<file path="src/core/ssp_pkg.sv">
// Shared constants and types of the serial port.
package ssp_pkg;

    // Frame and buffer geometry.
    localparam int SSP_DATA_W     = 8;
    localparam int SSP_FIFO_DEPTH = 8;

    // Timing: bit clock half period when the port makes the clock.
    localparam int SSP_CLK_PERIOD_NS = 25;
    localparam int SSP_SCK_HALF_NS   = 100;
    localparam int SSP_SCK_HALF_CYC  = (SSP_SCK_HALF_NS + SSP_CLK_PERIOD_NS - 1)
                                       / SSP_CLK_PERIOD_NS;
    localparam int SSP_HALF_W        = 3;

    // Reset values.
    localparam logic [7:0] SSP_CRC_INIT = 8'h00;
    localparam logic [7:0] SSP_DATA_RST = 8'h00;

    // Audio framing formats.
    localparam logic [1:0] SSP_FMT_STD = 2'h0;
    localparam logic [1:0] SSP_FMT_MSB = 2'h1;
    localparam logic [1:0] SSP_FMT_LSB = 2'h2;

    typedef enum logic [1:0] {
        SSP_ST_IDLE  = 2'b00,
        SSP_ST_ARMED = 2'b01,
        SSP_ST_FRAME = 2'b10
    } ssp_state_type;

endpackage

</file>
<file path="src/core/ssp_serial_port.sv">
// Serial port engine (SPI master or slave, audio slave) with its transmit FIFO.
`timescale 1ns/1ps

module ssp_fifo #(
    parameter int WIDTH = 8,
    parameter int DEPTH = 8
) (
    input  wire logic             clk_in,
    input  wire logic             rst_n_in,
    // Fill side.
    input  wire logic [WIDTH-1:0] in_data_in,
    input  wire logic             in_valid_in,
    output logic                  in_ready_out,
    // Drain side.
    output logic      [WIDTH-1:0] out_data_out,
    output logic                  out_valid_out,
    input  wire logic             out_ready_in
);
    localparam int AW = $clog2(DEPTH);

    logic [WIDTH-1:0] mem_reg [DEPTH];
    logic [AW-1:0]    wr_reg, wr_next, rd_reg, rd_next;
    logic [AW:0]      cnt_reg, cnt_next;
    logic             push, pop;

    assign push          = in_valid_in & in_ready_out;
    assign pop           = out_valid_out & out_ready_in;
    assign in_ready_out  = cnt_reg != (AW+1)'(DEPTH);
    assign out_valid_out = cnt_reg != '0;
    assign out_data_out  = mem_reg[rd_reg];

    always_comb begin
        wr_next  = push ? AW'(wr_reg + 1'b1) : wr_reg;
        rd_next  = pop ? AW'(rd_reg + 1'b1) : rd_reg;
        cnt_next = (AW+1)'(cnt_reg + {{AW{1'b0}}, push} - {{AW{1'b0}}, pop});
    end

    always_ff @(posedge clk_in or negedge rst_n_in) begin
        if (!rst_n_in) begin
            wr_reg  <= '0;
            rd_reg  <= '0;
            cnt_reg <= '0;
        end else begin
            wr_reg  <= wr_next;
            rd_reg  <= rd_next;
            cnt_reg <= cnt_next;
        end
    end

    // Storage has no reset; nothing reads an entry before it is written.
    always_ff @(posedge clk_in) begin
        if (push) begin
            mem_reg[wr_reg] <= in_data_in;
        end
    end
endmodule // ssp_fifo

module ssp_serial_port (
    // Clock and reset.
    input  wire logic                           clk_in,
    input  wire logic                           rst_n_in,
    // Configuration and control.
    input  wire logic                           port_enable_in,
    input  wire logic                           master_mode_in,
    input  wire logic                           i2s_mode_in,
    input  wire logic [1:0]                     i2s_format_in,
    input  wire logic                           checksum_en_in,
    input  wire logic [7:0]                     checksum_poly_in,
    input  wire logic                           checksum_next_ctrl_in,
    input  wire logic                           checksum_error_clr_in,
    input  wire logic                           bidir_mode_in,
    input  wire logic                           bidir_tx_in,
    // Transmit stream.
    input  wire logic [ssp_pkg::SSP_DATA_W-1:0] tx_data_in,
    input  wire logic                           tx_valid_in,
    output logic                                tx_ready_out,
    // Receive stream and status.
    output logic      [ssp_pkg::SSP_DATA_W-1:0] rx_data_out,
    output logic                                rx_not_empty_event_out,
    output logic                                tx_empty_event_out,
    output logic                                busy_flag_out,
    output logic                                checksum_error_flag_out,
    // Serial pins.
    input  wire logic                           sck_in,
    output logic                                sck_out,
    output logic                                sck_oe_out,
    input  wire logic                           sdi_in,
    output logic                                sdo_out,
    output logic                                sdo_oe_out,
    input  wire logic                           ws_in,
    input  wire logic                           slave_select_line_in,
    output logic                                slave_select_line_out
);
    import ssp_pkg::*;

    function automatic logic [7:0] crc_step(input logic [7:0] crc, input logic b,
                                            input logic [7:0] poly);
        crc_step = {crc[6:0], 1'b0} ^ ((crc[7] ^ b) ? poly : 8'h00);
    endfunction

    // Synchronisers: stage 1 feeds only stage 2; stage 3 is for edges.
    logic [2:0] sck_s, ws_s, ss_s, sdi_s;
    always_ff @(posedge clk_in or negedge rst_n_in) begin
        if (!rst_n_in) begin
            sck_s <= 3'h0;
            ws_s  <= 3'h0;
            ss_s  <= 3'h7;
            sdi_s <= 3'h0;
        end else begin
            sck_s <= {sck_s[1:0], sck_in};
            ws_s  <= {ws_s[1:0], ws_in};
            ss_s  <= {ss_s[1:0], slave_select_line_in};
            sdi_s <= {sdi_s[1:0], sdi_in};
        end
    end

    ssp_state_type              state_reg, state_next;
    logic [SSP_HALF_W-1:0]      half_reg, half_next;
    logic [7:0]                 tx_sh_reg, tx_sh_next, rx_sh_reg, rx_sh_next;
    logic [7:0]                 tx_crc_reg, tx_crc_next, rx_crc_reg, rx_crc_next;
    logic [7:0]                 rx_data_reg, rx_data_next;
    logic [2:0]                 tx_cnt_reg, tx_cnt_next, rx_cnt_reg, rx_cnt_next;
    logic                       sck_reg, sck_next, ss_reg, ss_next;
    logic                       end_reg, end_next, is_crc_reg, is_crc_next;
    logic                       pend_reg, pend_next, err_reg, err_next;
    logic                       txe_reg, txe_next, rx_not_empty_event_reg, rx_not_empty_event_next;
    logic                       busy_reg, busy_next, sckoe_reg, sckoe_next;
    logic                       sdooe_reg, sdooe_next;
    logic                       crc_bit_reg, crc_bit_next, fbp_reg, fbp_next;
    logic                       pop, f_valid, expire, samp, shft, fb_rise;
    logic                       start_lvl, start, rx_bit, can_crc;
    logic [7:0]                 f_data;

    ssp_fifo #(
        .WIDTH (SSP_DATA_W),
        .DEPTH (SSP_FIFO_DEPTH)
    ) u_tx_fifo (
        .clk_in        (clk_in),
        .rst_n_in      (rst_n_in),
        .in_data_in    (tx_data_in),
        .in_valid_in   (tx_valid_in),
        .in_ready_out  (tx_ready_out),
        .out_data_out  (f_data),
        .out_valid_out (f_valid),
        .out_ready_in  (pop)
    );

    // Justified formats start on high, standard on low.
    assign start_lvl = (i2s_format_in != SSP_FMT_STD);
    assign start     = i2s_mode_in ? (ws_s[1] == start_lvl) : ~ss_s[1];
    assign expire    = half_reg == SSP_HALF_W'(SSP_SCK_HALF_CYC - 1);
    // The master's transmit checksum follows the fed-back clock; the bit stays valid for a
    // whole half period, so up to two cycles of pad delay are harmless.
    assign fb_rise   = sck_s[1] & ~sck_s[2];
    assign samp      = master_mode_in ? (expire & ~sck_reg) : (sck_s[1] & ~sck_s[2]);
    assign shft      = master_mode_in ? (expire & sck_reg) : (~sck_s[1] & sck_s[2]);
    assign rx_bit    = sdi_s[1];
    assign can_crc   = checksum_en_in & pend_reg & ~is_crc_reg;

    always_comb begin
        state_next   = state_reg;
        half_next    = half_reg;
        tx_sh_next   = tx_sh_reg;
        rx_sh_next   = rx_sh_reg;
        tx_crc_next  = tx_crc_reg;
        rx_crc_next  = rx_crc_reg;
        rx_data_next = rx_data_reg;
        tx_cnt_next  = tx_cnt_reg;
        rx_cnt_next  = rx_cnt_reg;
        sck_next     = sck_reg;
        ss_next      = ss_reg;
        end_next     = end_reg;
        is_crc_next  = is_crc_reg;
        pend_next    = pend_reg;
        err_next     = err_reg & ~checksum_error_clr_in;
        txe_next     = 1'b0;
        rx_not_empty_event_next    = 1'b0;
        pop          = 1'b0;
        crc_bit_next = crc_bit_reg;
        fbp_next     = fbp_reg;
        if (checksum_next_ctrl_in) begin
            pend_next = 1'b1;
        end
        // The sent bit is held until its fed-back edge, which lands after
        // the shift edge once the loop delay reaches two cycles.
        if (fb_rise & master_mode_in & fbp_reg) begin
            tx_crc_next = crc_step(tx_crc_reg, crc_bit_reg, checksum_poly_in);
            fbp_next    = 1'b0;
        end
        case (state_reg)
            SSP_ST_IDLE: begin
                sck_next = 1'b0;
                ss_next  = 1'b1;
                if (port_enable_in) begin
                    pop         = f_valid;
                    tx_sh_next  = f_valid ? f_data : SSP_DATA_RST;
                    tx_cnt_next = 3'h0;
                    rx_cnt_next = 3'h0;
                    end_next    = 1'b0;
                    is_crc_next = 1'b0;
                    half_next   = '0;
                    if (!master_mode_in) begin
                        state_next = SSP_ST_ARMED;
                    end else if (f_valid) begin
                        state_next = SSP_ST_FRAME;
                        ss_next    = 1'b0;
                    end
                end
            end
            SSP_ST_ARMED: begin
                if (!port_enable_in) begin
                    state_next = SSP_ST_IDLE;
                end else if (start) begin
                    state_next = SSP_ST_FRAME;
                end
            end
            SSP_ST_FRAME: begin
                if (master_mode_in) begin
                    half_next = expire ? '0 : SSP_HALF_W'(half_reg + 1'b1);
                    sck_next  = expire ? ~sck_reg : sck_reg;
                end
                if (samp & ~end_reg) begin
                    if (master_mode_in && !is_crc_reg) begin
                        crc_bit_next = tx_sh_reg[7];
                        fbp_next     = 1'b1;
                    end
                    rx_sh_next  = {rx_sh_reg[6:0], rx_bit};
                    rx_cnt_next = 3'(rx_cnt_reg + 1'b1);
                    if (!is_crc_reg) begin
                        rx_crc_next = crc_step(rx_crc_reg, rx_bit, checksum_poly_in);
                    end
                    if (!master_mode_in && !is_crc_reg) begin
                        tx_crc_next = crc_step(tx_crc_reg, tx_sh_reg[7], checksum_poly_in);
                    end
                    if (rx_cnt_reg == 3'h7) begin
                        // Last bit lands in the stored word and the check.
                        rx_data_next = {rx_sh_reg[6:0], rx_bit};
                        rx_not_empty_event_next    = 1'b1;
                        end_next     = 1'b1;
                        if (is_crc_reg && ({rx_sh_reg[6:0], rx_bit} != rx_crc_reg)) begin
                            err_next = 1'b1;
                        end
                    end
                end
                if (shft && end_reg) begin
                    end_next    = 1'b0;
                    tx_cnt_next = 3'h0;
                    rx_cnt_next = 3'h0;
                    if (is_crc_reg) begin
                        tx_crc_next = SSP_CRC_INIT;
                        rx_crc_next = SSP_CRC_INIT;
                        fbp_next    = 1'b0;
                    end
                    is_crc_next = 1'b0;
                    if (port_enable_in && f_valid && !is_crc_reg) begin
                        pop        = 1'b1;
                        tx_sh_next = f_data;
                    end else if (port_enable_in && can_crc) begin
                        tx_sh_next  = fbp_reg ? crc_step(tx_crc_reg, crc_bit_reg,
                                                         checksum_poly_in)
                                              : tx_crc_reg;
                        fbp_next    = 1'b0;
                        is_crc_next = 1'b1;
                        pend_next   = checksum_next_ctrl_in;
                    end else if (port_enable_in && !master_mode_in) begin
                        tx_sh_next = SSP_DATA_RST;
                    end else begin
                        state_next = SSP_ST_IDLE;
                        ss_next    = 1'b1;
                    end
                end else if (shft) begin
                    tx_sh_next  = {tx_sh_reg[6:0], 1'b0};
                    tx_cnt_next = 3'(tx_cnt_reg + 1'b1);
                    txe_next    = (tx_cnt_reg == 3'h0) & ~is_crc_reg;
                end
                // Losing slave select aborts a slave frame; word select is
                // deliberately ignored once an audio frame is running.
                if (!master_mode_in && !i2s_mode_in && ss_s[1]) begin
                    state_next = port_enable_in ? SSP_ST_ARMED : SSP_ST_IDLE;
                end
            end
            default: begin
                state_next = SSP_ST_IDLE;
            end
        endcase
        if (!checksum_en_in) begin
            tx_crc_next = SSP_CRC_INIT;
            rx_crc_next = SSP_CRC_INIT;
            pend_next   = 1'b0;
        end
        if (checksum_next_ctrl_in && checksum_en_in) begin
            pend_next = pend_next | 1'b1;
        end
        busy_next  = state_next == SSP_ST_FRAME;
        sckoe_next = master_mode_in & port_enable_in;
        // In two-way mode the data pin is driven only while software says so.
        sdooe_next = (state_next != SSP_ST_IDLE) & (~bidir_mode_in | bidir_tx_in);
    end

    always_ff @(posedge clk_in or negedge rst_n_in) begin
        if (!rst_n_in) begin
            state_reg   <= SSP_ST_IDLE;
            half_reg    <= '0;
            tx_sh_reg   <= SSP_DATA_RST;
            rx_sh_reg   <= SSP_DATA_RST;
            tx_crc_reg  <= SSP_CRC_INIT;
            rx_crc_reg  <= SSP_CRC_INIT;
            rx_data_reg <= SSP_DATA_RST;
            tx_cnt_reg  <= 3'h0;
            rx_cnt_reg  <= 3'h0;
            sck_reg     <= 1'b0;
            ss_reg      <= 1'b1;
            end_reg     <= 1'b0;
            is_crc_reg  <= 1'b0;
            pend_reg    <= 1'b0;
            err_reg     <= 1'b0;
            txe_reg     <= 1'b0;
            rx_not_empty_event_reg    <= 1'b0;
            busy_reg    <= 1'b0;
            sckoe_reg   <= 1'b0;
            sdooe_reg   <= 1'b0;
            crc_bit_reg <= 1'b0;
            fbp_reg     <= 1'b0;
        end else begin
            state_reg   <= state_next;
            half_reg    <= half_next;
            tx_sh_reg   <= tx_sh_next;
            rx_sh_reg   <= rx_sh_next;
            tx_crc_reg  <= tx_crc_next;
            rx_crc_reg  <= rx_crc_next;
            rx_data_reg <= rx_data_next;
            tx_cnt_reg  <= tx_cnt_next;
            rx_cnt_reg  <= rx_cnt_next;
            sck_reg     <= sck_next;
            ss_reg      <= ss_next;
            end_reg     <= end_next;
            is_crc_reg  <= is_crc_next;
            pend_reg    <= pend_next;
            err_reg     <= err_next;
            txe_reg     <= txe_next;
            rx_not_empty_event_reg    <= rx_not_empty_event_next;
            busy_reg    <= busy_next;
            sckoe_reg   <= sckoe_next;
            sdooe_reg   <= sdooe_next;
            crc_bit_reg <= crc_bit_next;
            fbp_reg     <= fbp_next;
        end
    end

    assign rx_data_out             = rx_data_reg;
    assign rx_not_empty_event_out  = rx_not_empty_event_reg;
    assign tx_empty_event_out      = txe_reg;
    assign busy_flag_out           = busy_reg;
    assign checksum_error_flag_out = err_reg;
    assign sck_out                 = sck_reg;
    assign sck_oe_out              = sckoe_reg;
    assign sdo_out                 = tx_sh_reg[7];
    assign sdo_oe_out              = sdooe_reg;
    assign slave_select_line_out   = ss_reg;
endmodule // ssp_serial_port

</file>
<file path="config.mk">
export PLATFORM = sky130hd
export DESIGN_NAME = ssp_serial_port
export DESIGN_NICKNAME = d
export VERILOG_FILES = /design/src/core/ssp_pkg.sv /design/src/core/ssp_serial_port.sv
export SDC_FILE = /design/constraint.sdc
export NUM_CORES = 1
export LEC_CHECK = 0
export ABC_AREA = 1
export BUFFER_PORTS_ARGS = -buffer_cell sky130_fd_sc_hd__buf_2
export CAP_MARGIN = 20
export CORE_MARGIN = 8
export CORE_UTILIZATION = 55
export DETAILED_ROUTE_END_ITERATION = 8
export PLACE_DENSITY = 0.73
export SYNTH_ARGS = -nofsm -noshare
export SYNTH_HDL_FRONTEND = slang
export SYNTH_SLANG_ARGS = --single-unit
</file>
<file path="constraint.sdc">
create_clock -name clk_in -period 2.8 [get_ports clk_in]
set_input_delay 0.14 -clock clk_in [delete_from_list [all_inputs] [get_ports clk_in]]
set_output_delay 0.14 -clock clk_in [all_outputs]
set_load 0.01 [all_outputs]
</file>
Yosys cells after proc, flatten, opt, wreduce, memory -nomap -nowiden. Memory sizes are Yosys's and may differ from the RTL's. Index checks and enable logic that the tools add are counted.

Word-level logic and storage cells: 219. Memories: 1. Output and inout bits: 18. RAM bits: 64. Latch bits: 0. Register bits after elaboration: 82. Memory bits (read-only): 0.

Memories: u_tx_fifo.mem_reg (words 8, width 8, rd ports 1, clocked after memory_dff 0, wr ports 1, line ssp_serial_port.sv:21) `logic [WIDTH-1:0] mem_reg [DEPTH];`.

Multiplexer cells: 101. Div/mod/pow operators: 0. Multiply operators: 0. $add $sub $neg: 7. Bitwise operators: 30. Equality and inequality tests: 20. $lt $le $gt $ge: 0. Shift operators: 0. Reductions and logical operators: 31.

Operators by type and width (number): $mux W8 (24); $mux W1 (50); $xor A8 B8 Y8 (3); $mux W3 (7); $reduce_and A3 Y1 (7); $mux W2 (10); $pmux W3 S2 (3); $pmux W8 S2 (1); $add A3 B1 Y3 const B (5); $and A1 B1 Y1 (15); $ne A2 B2 Y1 const B (7); $logic_and A1 B1 Y1 (11); $pmux W1 S2 (5); $ne A3 B3 Y1 const B (3); $ne A8 B8 Y1 (1); $not A1 Y1 (8); $reduce_and A4 Y1 (2); $pmux W2 S3 (1); $reduce_bool A2 Y1 (3); $ne A5 B5 Y1 const B (1); $reduce_and A5 Y1 (1); $add A4 B1 Y4 (1); $eq A2 B2 Y1 const B (2); $ne A4 B4 Y1 const B (1); other kinds (13) (17).

Depth between registers and ports, before layout. Gate-level depths: netlist of the first run.

Depth in word-level cells: 12. Gate-level depth with buffers: 15.

By module. A second synthesis of the first run with hierarchy kept.

Cell total of the unflattened synthesis: 908. Area, all modules: 7601.0 µm².

By module, submodules not included: ssp_serial_port (cells an instance 565, instances 1, area each 4136.5 µm², seq. area each 1805.5 µm²); ssp_fifo (cells an instance 343, instances 1, area each 3464.6 µm², seq. area each 2172.1 µm²).

Worst setup path after synthesis of the first run. Ideal clock, no wire load.

Kind: register to register. From: register half_reg[0]. To: register u_tx_fifo.cnt_reg[2]. Clock period less this slack: 2.317 ns. Data arrival time: 2.192 ns. Data required time: 2.676 ns. Cell stages (with the launch flop): 15. Path buffers: 0. Library setup time: 0.124 ns. Path slack: 0.483 ns. Path through: dfrtp_1 -> ha_1 -> inv_1 -> nor2_4 -> nand2_4 -> nand2_4 -> nand3_4 -> inv_4 -> nand2_2 -> nand2_4 -> ha_1 -> inv_1 -> ha_1 -> fa_1 -> xor2_1.

Longest elaborated chain between the ends: 8.

Ends and longest elaborated chain: start: declaration (line ssp_serial_port.sv:118) `logic [SSP_HALF_W-1:0] half_reg, half_next;`; start signal: assignment (line ssp_serial_port.sv:326) `half_reg <= half_next;`; $eq A3 B2 Y1 (line ssp_serial_port.sv:151) `assign expire = half_reg == SSP_HALF_W'(SSP_SCK_HALF_CYC - 1);`; $and A1 B1 Y1 (line ssp_serial_port.sv:156) `assign shft = master_mode_in ? (expire & sck_reg) : (~sck_s[1] & sck_s[2]);`; $mux W1 (line ssp_serial_port.sv:156); $logic_and A1 B1 Y1 (line ssp_serial_port.sv:245) `if (shft && end_reg) begin`; $mux W1 (line ssp_serial_port.sv:245); $pmux W1 S2 (line ssp_serial_port.sv:190) `case (state_reg)`; $and A1 B1 Y1 (line ssp_serial_port.sv:27) `assign pop = out_valid_out & out_ready_in;`; net u_tx_fifo.pop (line ssp_serial_port.sv:24) `logic push, pop;`; $sub A4 B1 Y4 (line ssp_serial_port.sv:35) `cnt_next = (AW+1)'(cnt_reg + {{AW{1'b0}}, push} - {{AW{1'b0}}, pop});`; net u_tx_fifo.cnt_next[2] (line ssp_serial_port.sv:23) `logic [AW:0] cnt_reg, cnt_next;`; end signal: assignment (line ssp_serial_port.sv:46) `cnt_reg <= cnt_next;`; end: declaration (line ssp_serial_port.sv:23).

The timed path passes the listed nets, and every way through them passes these cells. A chain may end at the register's enable or synchronous reset.

Final worst setup path of the first run. Same ends and word-level chain as after synthesis.

==> results.toml, run 1 <==
[run_status]
outcome = "completed"

[drt]
routed-via-count = 5663
wl_per_cell_um = 14.86
antenna_left = 0
dr.pass1.iters = 6
drt-total-wl_mm = 16.23
drc = 0
viasPerCell = 5.186
first_iter_violations = 521

[grt]
grt_pass1_vias = 5481
overflow = 0
grt_start_max_net_pins = 83
grt_first_pass_wirelength_mm = 26.57
antenna_found_initial = 0
grt_usage_pct = 20.32

[timing]
post-route-period-util_pct = 88.55
final-setup-viol-count = 0
rsz0062_at_grt = "no"
hold_violations = 0
slew_violations = 0
relSlewSlack_pct = 46.96
tns_ns = 0
skew_ns = 0.009257
min_period_ns = 2.479
worst_slew_pin_slew_ns = 0.7900
fmax_mhz = 403.3

[final_layout]
nets = 950
drive_gt1_share_pct = 15.39
seq_area_mm2 = 0.003978
syn_to_final_growth_pct = 17.09
antenna_cells = 0
largest_reg_flops = 64
final_area_mm2 = 0.008506
nFillCells = 1043
multi_input_area_mm2 = 0.002770

[logic_synthesis]
synthesis.area_mm2 = 0.007264
yosysWarnings = 0
synth-compound-area-share_pct = 9.370
synth_top_family_by_area = "simple AND/OR/NAND/NOR gates"
synthArstFlopShare_pct = 56.16
yosys.area_share.simple_pct = 23.23
syn_nets = 871
synthXorXnorAreaFrac_pct = 3.014
synth_cell_types = 40
synth_edf_count = 64
ys_seq_area_share_pct = 54.75
synthAdderAreaFrac_pct = 2.515
ys_ff_latch = 146
ys.flop_type = "dfrtp_1"
syn_area_per_cell_um2 = 8.816
netlist_instances = 824
synth_mux_area_share_pct = 0

[cts]
postCtsSetupRepairBufs = 0
cts_max_level = 4
cts.root.buffer_cell = "clkbuf_16"
cts_resized = 0
cts_buffer_depth = 2
cts_made_buffers = 17
clk_pin_slew_worst_paths_ns = 0.07
clock_latency_ns = 0.44
clock_sinks = 146
cts_tree = "built"

[min_path]
hp-class = "in -> reg"
hold_depth = 4
hp-start = "tx_valid_in"
hold_end = "u_tx_fifo.wr_reg[0]"

[critical_path]
setup.worst_path.start_class = "flop"
r2r_setup_slack_ns = 0.32
critPathArrivalTime_ns = 2.80
crit_fanout = 7
reg2reg_depth = 14
rr_startpoint = "half_reg[0]"
required_ns = 3.12
path_class = "reg -> reg"
r2r-end = "u_tx_fifo.cnt_reg[2]"
cp-end-kind = "flop"

[power_and_ir_drop]
power.leakage_nw = 3.987
max-vdd-ir-drop_uv = 695.0
powerDensity_mw_per_mm2 = 952.9

[placement]
routabilityCongestion = 0.8803
hpwl_mm = 10.90
dpl_cell_area_mm2 = 0.007707
io_buffer_count = 50

[floorplan]
fp.coreArea_mm2 = 0.01309
std_cell_rows = 42
die_x_um = 130.9
io_pins = 51
initial_core_util_pct = 55.52
dieArea_mm2 = 0.01714
die_h_um = 130.9

[flow_run]
drv_cap = 0
## power breakdown
| part | switching (W) | internal, W | total, W | leakage, nW |
|---|---|---|---|---|
| clock network | 0.00104 | 0.00119 | 0.00223 | 0.280 |
| logic | 0.00193 | 0.000970 | 0.00290 | 2.08 |
| registers | 0.000276 | 0.00270 | 0.00298 | 1.63 |
## cell families (layout without fill, tap and decap cells)
logic type      count (synthesis)  count (layout)
compound gates                129             129
xor+xnor                       25              25
fa+ha+maj                      14              14
buf+inv                       124             216
flops                         146             146
simple gates                  386             386
## routing by layer
metal / share of wire [%] / GRT usage, % / vias up
met3: 5.8 / 5.154 / 27
met1: 43 / 24.43 / 2643
li1: - / - / 2838
met2: 50 / 34.92 / 155
met4: 1.8 / 6.820 / 0
met5: 0 / 0 / -
## repair_timing
item	CTS	global route
hold buffers	18	0
hold endpoints to repair	151	0
setup endpoints to repair	0	0
## layout make-up
class | instances | area share (%)
tap | 176 | 2.589
multi-input combinational | 554 | 32.57
timing repair buffer | 81 | 6.472
clock buffer | 17 | 5.001
clock inverter | 15 | 1.942
inverter | 103 | 4.663
sequential | 146 | 46.76
## cells in the mapped netlist, types with 3 or more instances
library cell,n,area (µm²)
nand2_1,189,709.4
nor2_1,101,379.1
inv_1,87,326.6
dfrtp_1,79,1977
o21ai_0,74,370.4
edfxtp_1,64,1922
nand3_1,60,300.3
a21oi_1,30,150.1
xor2_1,22,192.7
buf_2,15,75.07
o21ai_1,15,75.07
ha_1,13,162.7
inv_2,11,41.29
nor3_1,6,30.03
nand2_2,5,31.28
nand2_4,5,56.30
nor2_2,5,31.28
buf_6,3,33.78
clkbuf_1,3,11.26
dfstp_2,3,78.83
nand4_1,3,18.77
nor2_4,3,33.78
o21ai_2,3,26.28
xnor2_1,3,26.28
## layout by cell type, fill, tap and decap left out, types with 3 or more instances in the layout
master         synthesis  final
ha_1                  13     13
o21ai_1               15     15
nor2_2                 5      5
xnor2_1                3      3
o21ai_0               74     74
dlygate4sd3_1          0     18
xor2_1                22     22
inv_8                  0      6
nand2_4                5      5
nor2_4                 3      3
nand2_2                5      5
inv_2                 11     11
buf_2                 15     49
clkinvlp_4             0      3
nand4_1                3      3
inv_1                 87     87
nor3_1                 6      6
nand3_1               60     60
clkinv_8               0      3
edfxtp_1              64     64
dfrtp_1               79     79
nand2_1              189    189
a21oi_1               30     30
clkbuf_16              0     17
dfstp_2                3      3
o21ai_2                3      3
nor2_1               101    101
buf_4                  0     13
## worst max-delay path, stage by stage (launching register included)
cell and delay (ns):
dfrtp_1 0.40, ha_1 0.22, inv_1 0.11, nor2_4 0.05, nand2_4 0.08, nand2_4 0.08, nand3_4 0.09, inv_4 0.06
nand2_2 0.08, nand2_4 0.07, ha_1 0.29, inv_1 0.04, ha_1 0.21, fa_1 0.41, xor2_1 0.17
## per-stage QoR
stage / std cells / hold WS, ns / util (%) / power [W] / worst slack [ns]
finish: 1092 / 0.006810 / 65.00 / 0.008105 / 0.3206
detailed placement: 1041 / 0.2467 / 58.90 / 0.005851 / 0.3188
global route: 1092 / 0.03014 / 65.00 / 0.008664 / 0.2095
CTS: 1091 / 0.004837 / 64.79 / 0.008123 / 0.3068
floorplan: 824 / -0.1556 / - / 0.005070 / 0.4834
global placement: 1041 / 0.2465 / 58.90 / 0.005762 / 0.4029
## how the worst max path moves through the flow
| stage | start | to | cells after the start |
|---|---|---|---|
| global placement | half_reg[0] | u_tx_fifo.cnt_reg[2] | 14 |
| detailed placement | half_reg[0] | u_tx_fifo.cnt_reg[2] | 14 |
| floorplan | half_reg[0] | u_tx_fifo.cnt_reg[2] | 14 |
| finish | half_reg[0] | u_tx_fifo.cnt_reg[2] | 14 |
| global route | half_reg[0] | u_tx_fifo.cnt_reg[2] | 14 |
| CTS | half_reg[0] | u_tx_fifo.cnt_reg[2] | 14 |
Power figures use the tool's default switching activity.
==> inputs of run 2 (changes only) <==
Settings changed: CELL_PAD_IN_SITES_DETAIL_PLACEMENT from default to 1, CELL_PAD_IN_SITES_GLOBAL_PLACEMENT from default to 1, CORE_MARGIN 8 to 4, CORE_UTILIZATION 55 to 46, PLACE_DENSITY 0.73 to 0.79, SYNTH_HIERARCHICAL from default to 1.
==> results.toml, run 2 <==
[grt]
antenna_found_initial = 0
grt_usage_pct = 22.47
grt_pass1_vias = 6459
grt_start_max_net_pins = 83
overflow = 0
grt_first_pass_wirelength_mm = 32.53

[logic_synthesis]
ys_ff_latch = 146
synthArstFlopShare_pct = 56.16
synth_top_cell_area_share_pct = 26.01
synth_cell_types = 41
netlist_instances = 908
yosysMostFrequentCell = "nand2_1"
ys.flop_type = "dfrtp_1"
synthesis.area_mm2 = 0.007601
yosysTopAreaCell = "dfrtp_1"
yosys-top-cells-count = "298 x nand2_1, 139 x inv_1, 79 x dfrtp_1, 79 x nand3_1, 64 x edfxtp_1"
synth_edf_count = 64
syn_area_per_cell_um2 = 8.371
syn_nets = 955
ys_seq_area_share_pct = 52.33
synth_area_leaders = "dfrtp_1 26%, edfxtp_1 25%, nand2_1 15%"
yosysWarnings = 6

[final_layout]
antenna_cells = 0
final_area_mm2 = 0.008832
largest_reg_flops = 64
syn_to_final_growth_pct = 16.20
nets = 1034
layout_commonest_cell = "nand2_1"
drive_gt1_share_pct = 13.70
nFillCells = 1927
layout_common_cells = "298 x nand2_1, 139 x inv_1, 79 x dfrtp_1"

[placement]
dpl_cell_area_mm2 = 0.008084
dp_worst_setup_slack_ns = 0.1702
io_buffer_count = 50
routabilityCongestion = 0.7955
hpwl_mm = 13.15

[flow_run]
drv_cap = 0

[floorplan]
initial_core_util_pct = 47.34
io_pins = 51
die_x_um = 136.5
die_h_um = 136.5
fp.coreArea_mm2 = 0.01606
std_cell_rows = 46
dieArea_mm2 = 0.01864

[timing]
hold_violations = 0
final.setup.worst_slack_ns = 0.2341
post-route-period-util_pct = 91.64
skew_ns = 0.007985
final-setup-viol-count = 0
tns_ns = 0
fmax_mhz = 389.7
worst_slew_pin_slew_ns = 0.8567
rsz0062_at_grt = "no"
slew_violations = 0
relSlewSlack_pct = 42.48
min_period_ns = 2.566
holdWs_ns = 0.006322

[critical_path]
crit_fanout = 4
r2r_setup_slack_ns = 0.23
path_class = "reg -> reg"
setup.worst_path.start_class = "flop"
rr_startpoint = "half_reg[1]"
r2r-end = "u_tx_fifo/cnt_reg[2]"
required_ns = 3.11
cp-end-kind = "flop"
critPathArrivalTime_ns = 2.88
reg2reg_depth = 14

[power_and_ir_drop]
powerDensity_mw_per_mm2 = 945.7
max-vdd-ir-drop_uv = 647.2
power.leakage_nw = 4.488

[min_path]
hp-start = "tx_data_in[7]"
hold_end = "u_tx_fifo/mem_reg[2][7]"
hp-class = "in -> reg"
hold_depth = 1

[drt]
drc = 0
antenna_left = 0
wl_per_cell_um = 16.29
viasPerCell = 5.110
first_iter_violations = 364
dr.pass1.iters = 4
drt-total-wl_mm = 19.81
routed-via-count = 6214

[cts]
cts_made_buffers = 17
cts_buffer_depth = 2
clock_sinks = 146
cts_max_level = 4
cts.root.buffer_cell = "clkbuf_16"
cts_tree = "built"
clock_latency_ns = 0.43
clk_pin_slew_worst_paths_ns = 0.07
postCtsSetupRepairBufs = 0

[run_status]
outcome = "completed"
-- run 2: cell count changes after synthesis, sizes merged, moves of 3 or more --
cell	previous run	this run
inv	101	146
or2	4	1
nand4	3	9
nand3	63	81
nand2	199	316
a21oi	32	18
nor2	110	55
o22ai	1	10
o21ai	92	38
nor3	6	14
-- run 2: logic make-up after synthesis --
family,Yosys count,synth area share [%]
simple gates,477,26.91
compound gates,75,5.564
flops,146,52.33
fa+ha+maj,14,2.403
xor+xnor,26,2.996
buf+inv,170,9.794
-- run 2: power breakdown --
| part | total [W] | switching, W | internal [W] | leakage [nW] |
|---|---|---|---|---|
| clock | 0.00224 | 0.000989 | 0.00125 | 0.276 |
| combinational | 0.00310 | 0.00207 | 0.00103 | 2.57 |
| sequential | 0.00301 | 0.000307 | 0.00270 | 1.64 |
-- run 2: worst max path at each step --
stage                         start                    to  cells past startpoint
5_1_grt                 half_reg[1]  u_tx_fifo/cnt_reg[2]                     14
6_report                half_reg[1]  u_tx_fifo/cnt_reg[2]                     14
2_1_floorplan           half_reg[0]  u_tx_fifo/cnt_reg[2]                     15
3_3_place_gp   u_tx_fifo/cnt_reg[2]  u_tx_fifo/cnt_reg[2]                     12
3_5_place_dp   u_tx_fifo/cnt_reg[2]  u_tx_fifo/cnt_reg[2]                     12
4_1_cts        u_tx_fifo/cnt_reg[2]  u_tx_fifo/cnt_reg[2]                     12
-- run 2: cell type report --
type | instances | area (µm²) | share of cell area, %
Inverter | 147 | 564.3 | 6.389
Clock inverter | 14 | 148.9 | 1.686
Timing Repair Buffer | 83 | 553.0 | 6.262
Clock buffer | 18 | 429.2 | 4.859
Tap cell | 216 | 270.3 | 3.060
Sequential cell | 146 | 3978 | 45.03
Multi-Input combinational cell | 592 | 2889 | 32.71
-- run 2: metal layers --
layer  routed length [µm]  global-route usage, %  vias to the layer above
li1                     -                      -                     3039
met1                 8814                  29.10                     3072
met2                10090                  38.36                       81
met3                  579                  3.456                       22
met4                  330                  8.007                        0
met5                    0                      0                        -
-- run 2: critical path, cell delays in order (launching register included) --
cell and delay, ns:
dfrtp_1 0.37, ha_1 0.17, inv_1 0.07, nor2_2 0.16
nand2_2 0.10, nand2_4 0.09, nand3_1 0.12, o22ai_1 0.15
nand2_1 0.13, inv_1 0.13, ha_1 0.14, inv_1 0.04
ha_1 0.22, fa_1 0.41, xor2_1 0.15
-- run 2: timing repair --
action                     4_1_cts  5_1_grt
hold buffers                    16        0
setup endpoints to repair        0        1
hold endpoints to repair       124        0
gates resized for setup          0        2
-- run 2: per-stage QoR --
stage          utilization, %  std cells  total power (W)
2_1_floorplan               -        908         0.005259
3_3_place_gp            50.34       1168         0.005962
3_5_place_dp            50.34       1168         0.006093
4_1_cts                 54.94       1216         0.008431
5_1_grt                 55.00       1216         0.008991
6_report                55.00       1216         0.008352
==> inputs of run 3 (changes only) <==
--- a/config.mk
+++ b/config.mk
@@ -14,4 +14,5 @@
 export CORE_UTILIZATION = 46
 export DETAILED_ROUTE_END_ITERATION = 8
+export GPL_TIMING_DRIVEN = 1
 export PLACE_DENSITY = 0.79
 export SYNTH_ARGS = -nofsm -noshare
==> constraint.sdc (replaced) <==
create_clock -name clk_in -period 2.8 [get_ports clk_in]
set_input_delay 0.42 -clock clk_in [delete_from_list [all_inputs] [get_ports clk_in]]
set_output_delay 0.42 -clock clk_in [all_outputs]
set_load 0.01 [all_outputs]
==> results.toml, run 3 (synthesis results as in run 2) <==
[run_status]
outcome = "completed"

[cts]
clock_latency_ns = 0.44
cts.root.buffer_cell = "clkbuf_16"
cts_buffer_depth = 2
cts_tree = "built"
cts_made_buffers = 17
postCtsSetupRepairBufs = 0
clk_pin_slew_worst_paths_ns = 0.06
cts_max_level = 4
clock_sinks = 146

[placement]
io_buffer_count = 50
hpwl_mm = 13.69
dp_worst_setup_slack_ns = 0.1977
routabilityCongestion = 0.7848

[flow_run]
drv_cap = 0

[critical_path]
crit_path_max_incr_delay_ns = 0.41
cp-end-kind = "flop"
crit_fanout = 4
crit_path_start = "half_reg[1]"
setup.worst_path.start_class = "flop"
critPathArrivalTime_ns = 2.94
critPathSlowestCell = "fa_1"
rr_startpoint = "half_reg[1]"
required_ns = 3.11
path_class = "reg -> reg"
path_cells = "ha_1 -> inv_1 -> nor2_2 -> nand2_2 -> nand2_4 -> nand3_1 -> o22ai_1 -> nand2_1 -> inv_1 -> ha_1 -> inv_1 -> ha_1 -> fa_1 -> xor2_1"

[power_and_ir_drop]
p_seq_share_pct = 36.1
power.leakage_nw = 4.420
p_int_w = 0.005004
powerDensity_mw_per_mm2 = 966.3
p_clk_share_pct = 26.7
combPwrFrac_pct = 37.2
p_sw_share_pct = 40.26
p_sw_w = 0.003372
max-vdd-ir-drop_uv = 543.5

[drt]
routed-via-count = 6100
wl_met1_mm = 9.267
viasPerCell = 5.075
dr_wl_met2_mm = 10.16
antenna_left = 0
wl_met3_um = 487
drc = 0
wl_per_cell_um = 16.85
dr.pass1.iters = 4
highest_layer = "met4"
drt-total-wl_mm = 20.25
first_iter_violations = 338

[final_layout]
final_util_pct = 53.98
nets = 1020
largest_reg_flops = 64
layout_commonest_cell = "nand2_1"
antenna_cells = 0
drive_gt1_share_pct = 13.89
layout_common_cells = "298 x nand2_1, 139 x inv_1, 79 x dfrtp_1"
syn_to_final_growth_pct = 14.04

[grt]
grt_pass1_vias = 6701
grt_first_pass_wirelength_mm = 33.89
overflow = 0
grt_usage_pct = 23.66
grt_start_max_net_pins = 53
antenna_found_initial = 0

[timing]
tns_ns = 0
relSlewSlack_pct = 42.79
min_period_ns = 2.630
final-setup-viol-count = 0
fmax_mhz = 380.2
holdWs_ns = 0.03365
post-route-period-util_pct = 93.92
final.setup.worst_slack_ns = 0.1701
worst_slew_pin_slew_ns = 0.8521
hold_violations = 0
rsz0062_at_grt = "no"
slew_violations = 0
skew_ns = 0.01272

[floorplan]
die_h_um = 136.5
dieArea_mm2 = 0.01864
initial_core_util_pct = 47.34
io_pins = 51
std_cell_rows = 46
die_x_um = 136.5
fp.coreArea_mm2 = 0.01606

[min_path]
hp-class = "in -> async"
run 3: cell type report:
type	count	area (µm²)
sequential	146	3978
fill	1963	7390
inverter	147	564.3
timing repair buffer	69	407.9
clock buffer	21	461.7
tap	216	270.3
multi-input combinational	592	2884
clock inverter	11	102.6
run 3: timing repair:
action	CTS	global route
hold buffers	0	0
gates resized for setup	0	1
hold endpoints to repair	0	0
setup endpoints to repair	0	1
run 3: worst max-delay path, delay by kind of cell, from the launching register on:
kind            cells  cell delay (ns)
fa+ha+maj           4             0.99
simple gates        5             0.58
flops               1             0.38
buf+inv             3             0.25
xor+xnor            1             0.15
compound gates      1             0.15
run 3: worst paths after layout:
check | cells past startpoint | slack (ns) | endpoint
max reg2reg | 14 | 0.17 | u_tx_fifo/cnt_reg[2]
min reg2reg | 0 | 0.35 | ws_s[1]
min in group clk_in | 1 | 0.08 | ss_s[0]
max | 14 | 0.17 | u_tx_fifo/cnt_reg[2]
min | 1 | 0.03 | tx_crc_reg[3]
max in group asynchronous | 2 | 2.15 | rx_data_out[0]
run 3: per-stage QoR:
| stage | instances | cell area [µm²] | total power (W) |
|---|---|---|---|
| floorplan | 908 | 7601 | 0.005259 |
| global placement | 1170 | 8099 | 0.005964 |
| detailed placement | 1170 | 8099 | 0.006123 |
| CTS | 1202 | 8663 | 0.008443 |
| global route | 1202 | 8668 | 0.009021 |
| finish | 1202 | 8668 | 0.008376 |
run 3: power by group through the flow:
stage          Sequential (W)  Combinational [W]  Clock, W
5_1_grt               0.00307            0.00357   0.00238
3_3_place_gp          0.00303            0.00293         0
3_5_place_dp          0.00305            0.00307         0
2_1_floorplan         0.00296            0.00230         0
6_report              0.00302            0.00312   0.00224
4_1_cts               0.00302            0.00314   0.00228
run 3: routing by layer:
| metal | global-route usage [%] | vias up |
|---|---|---|
| li1 | - | 2992 |
| met1 | 31.13 | 3019 |
| met2 | 39.84 | 63 |
| met3 | 4.044 | 26 |
| met4 | 7.839 | 0 |
| met5 | 0 | - |
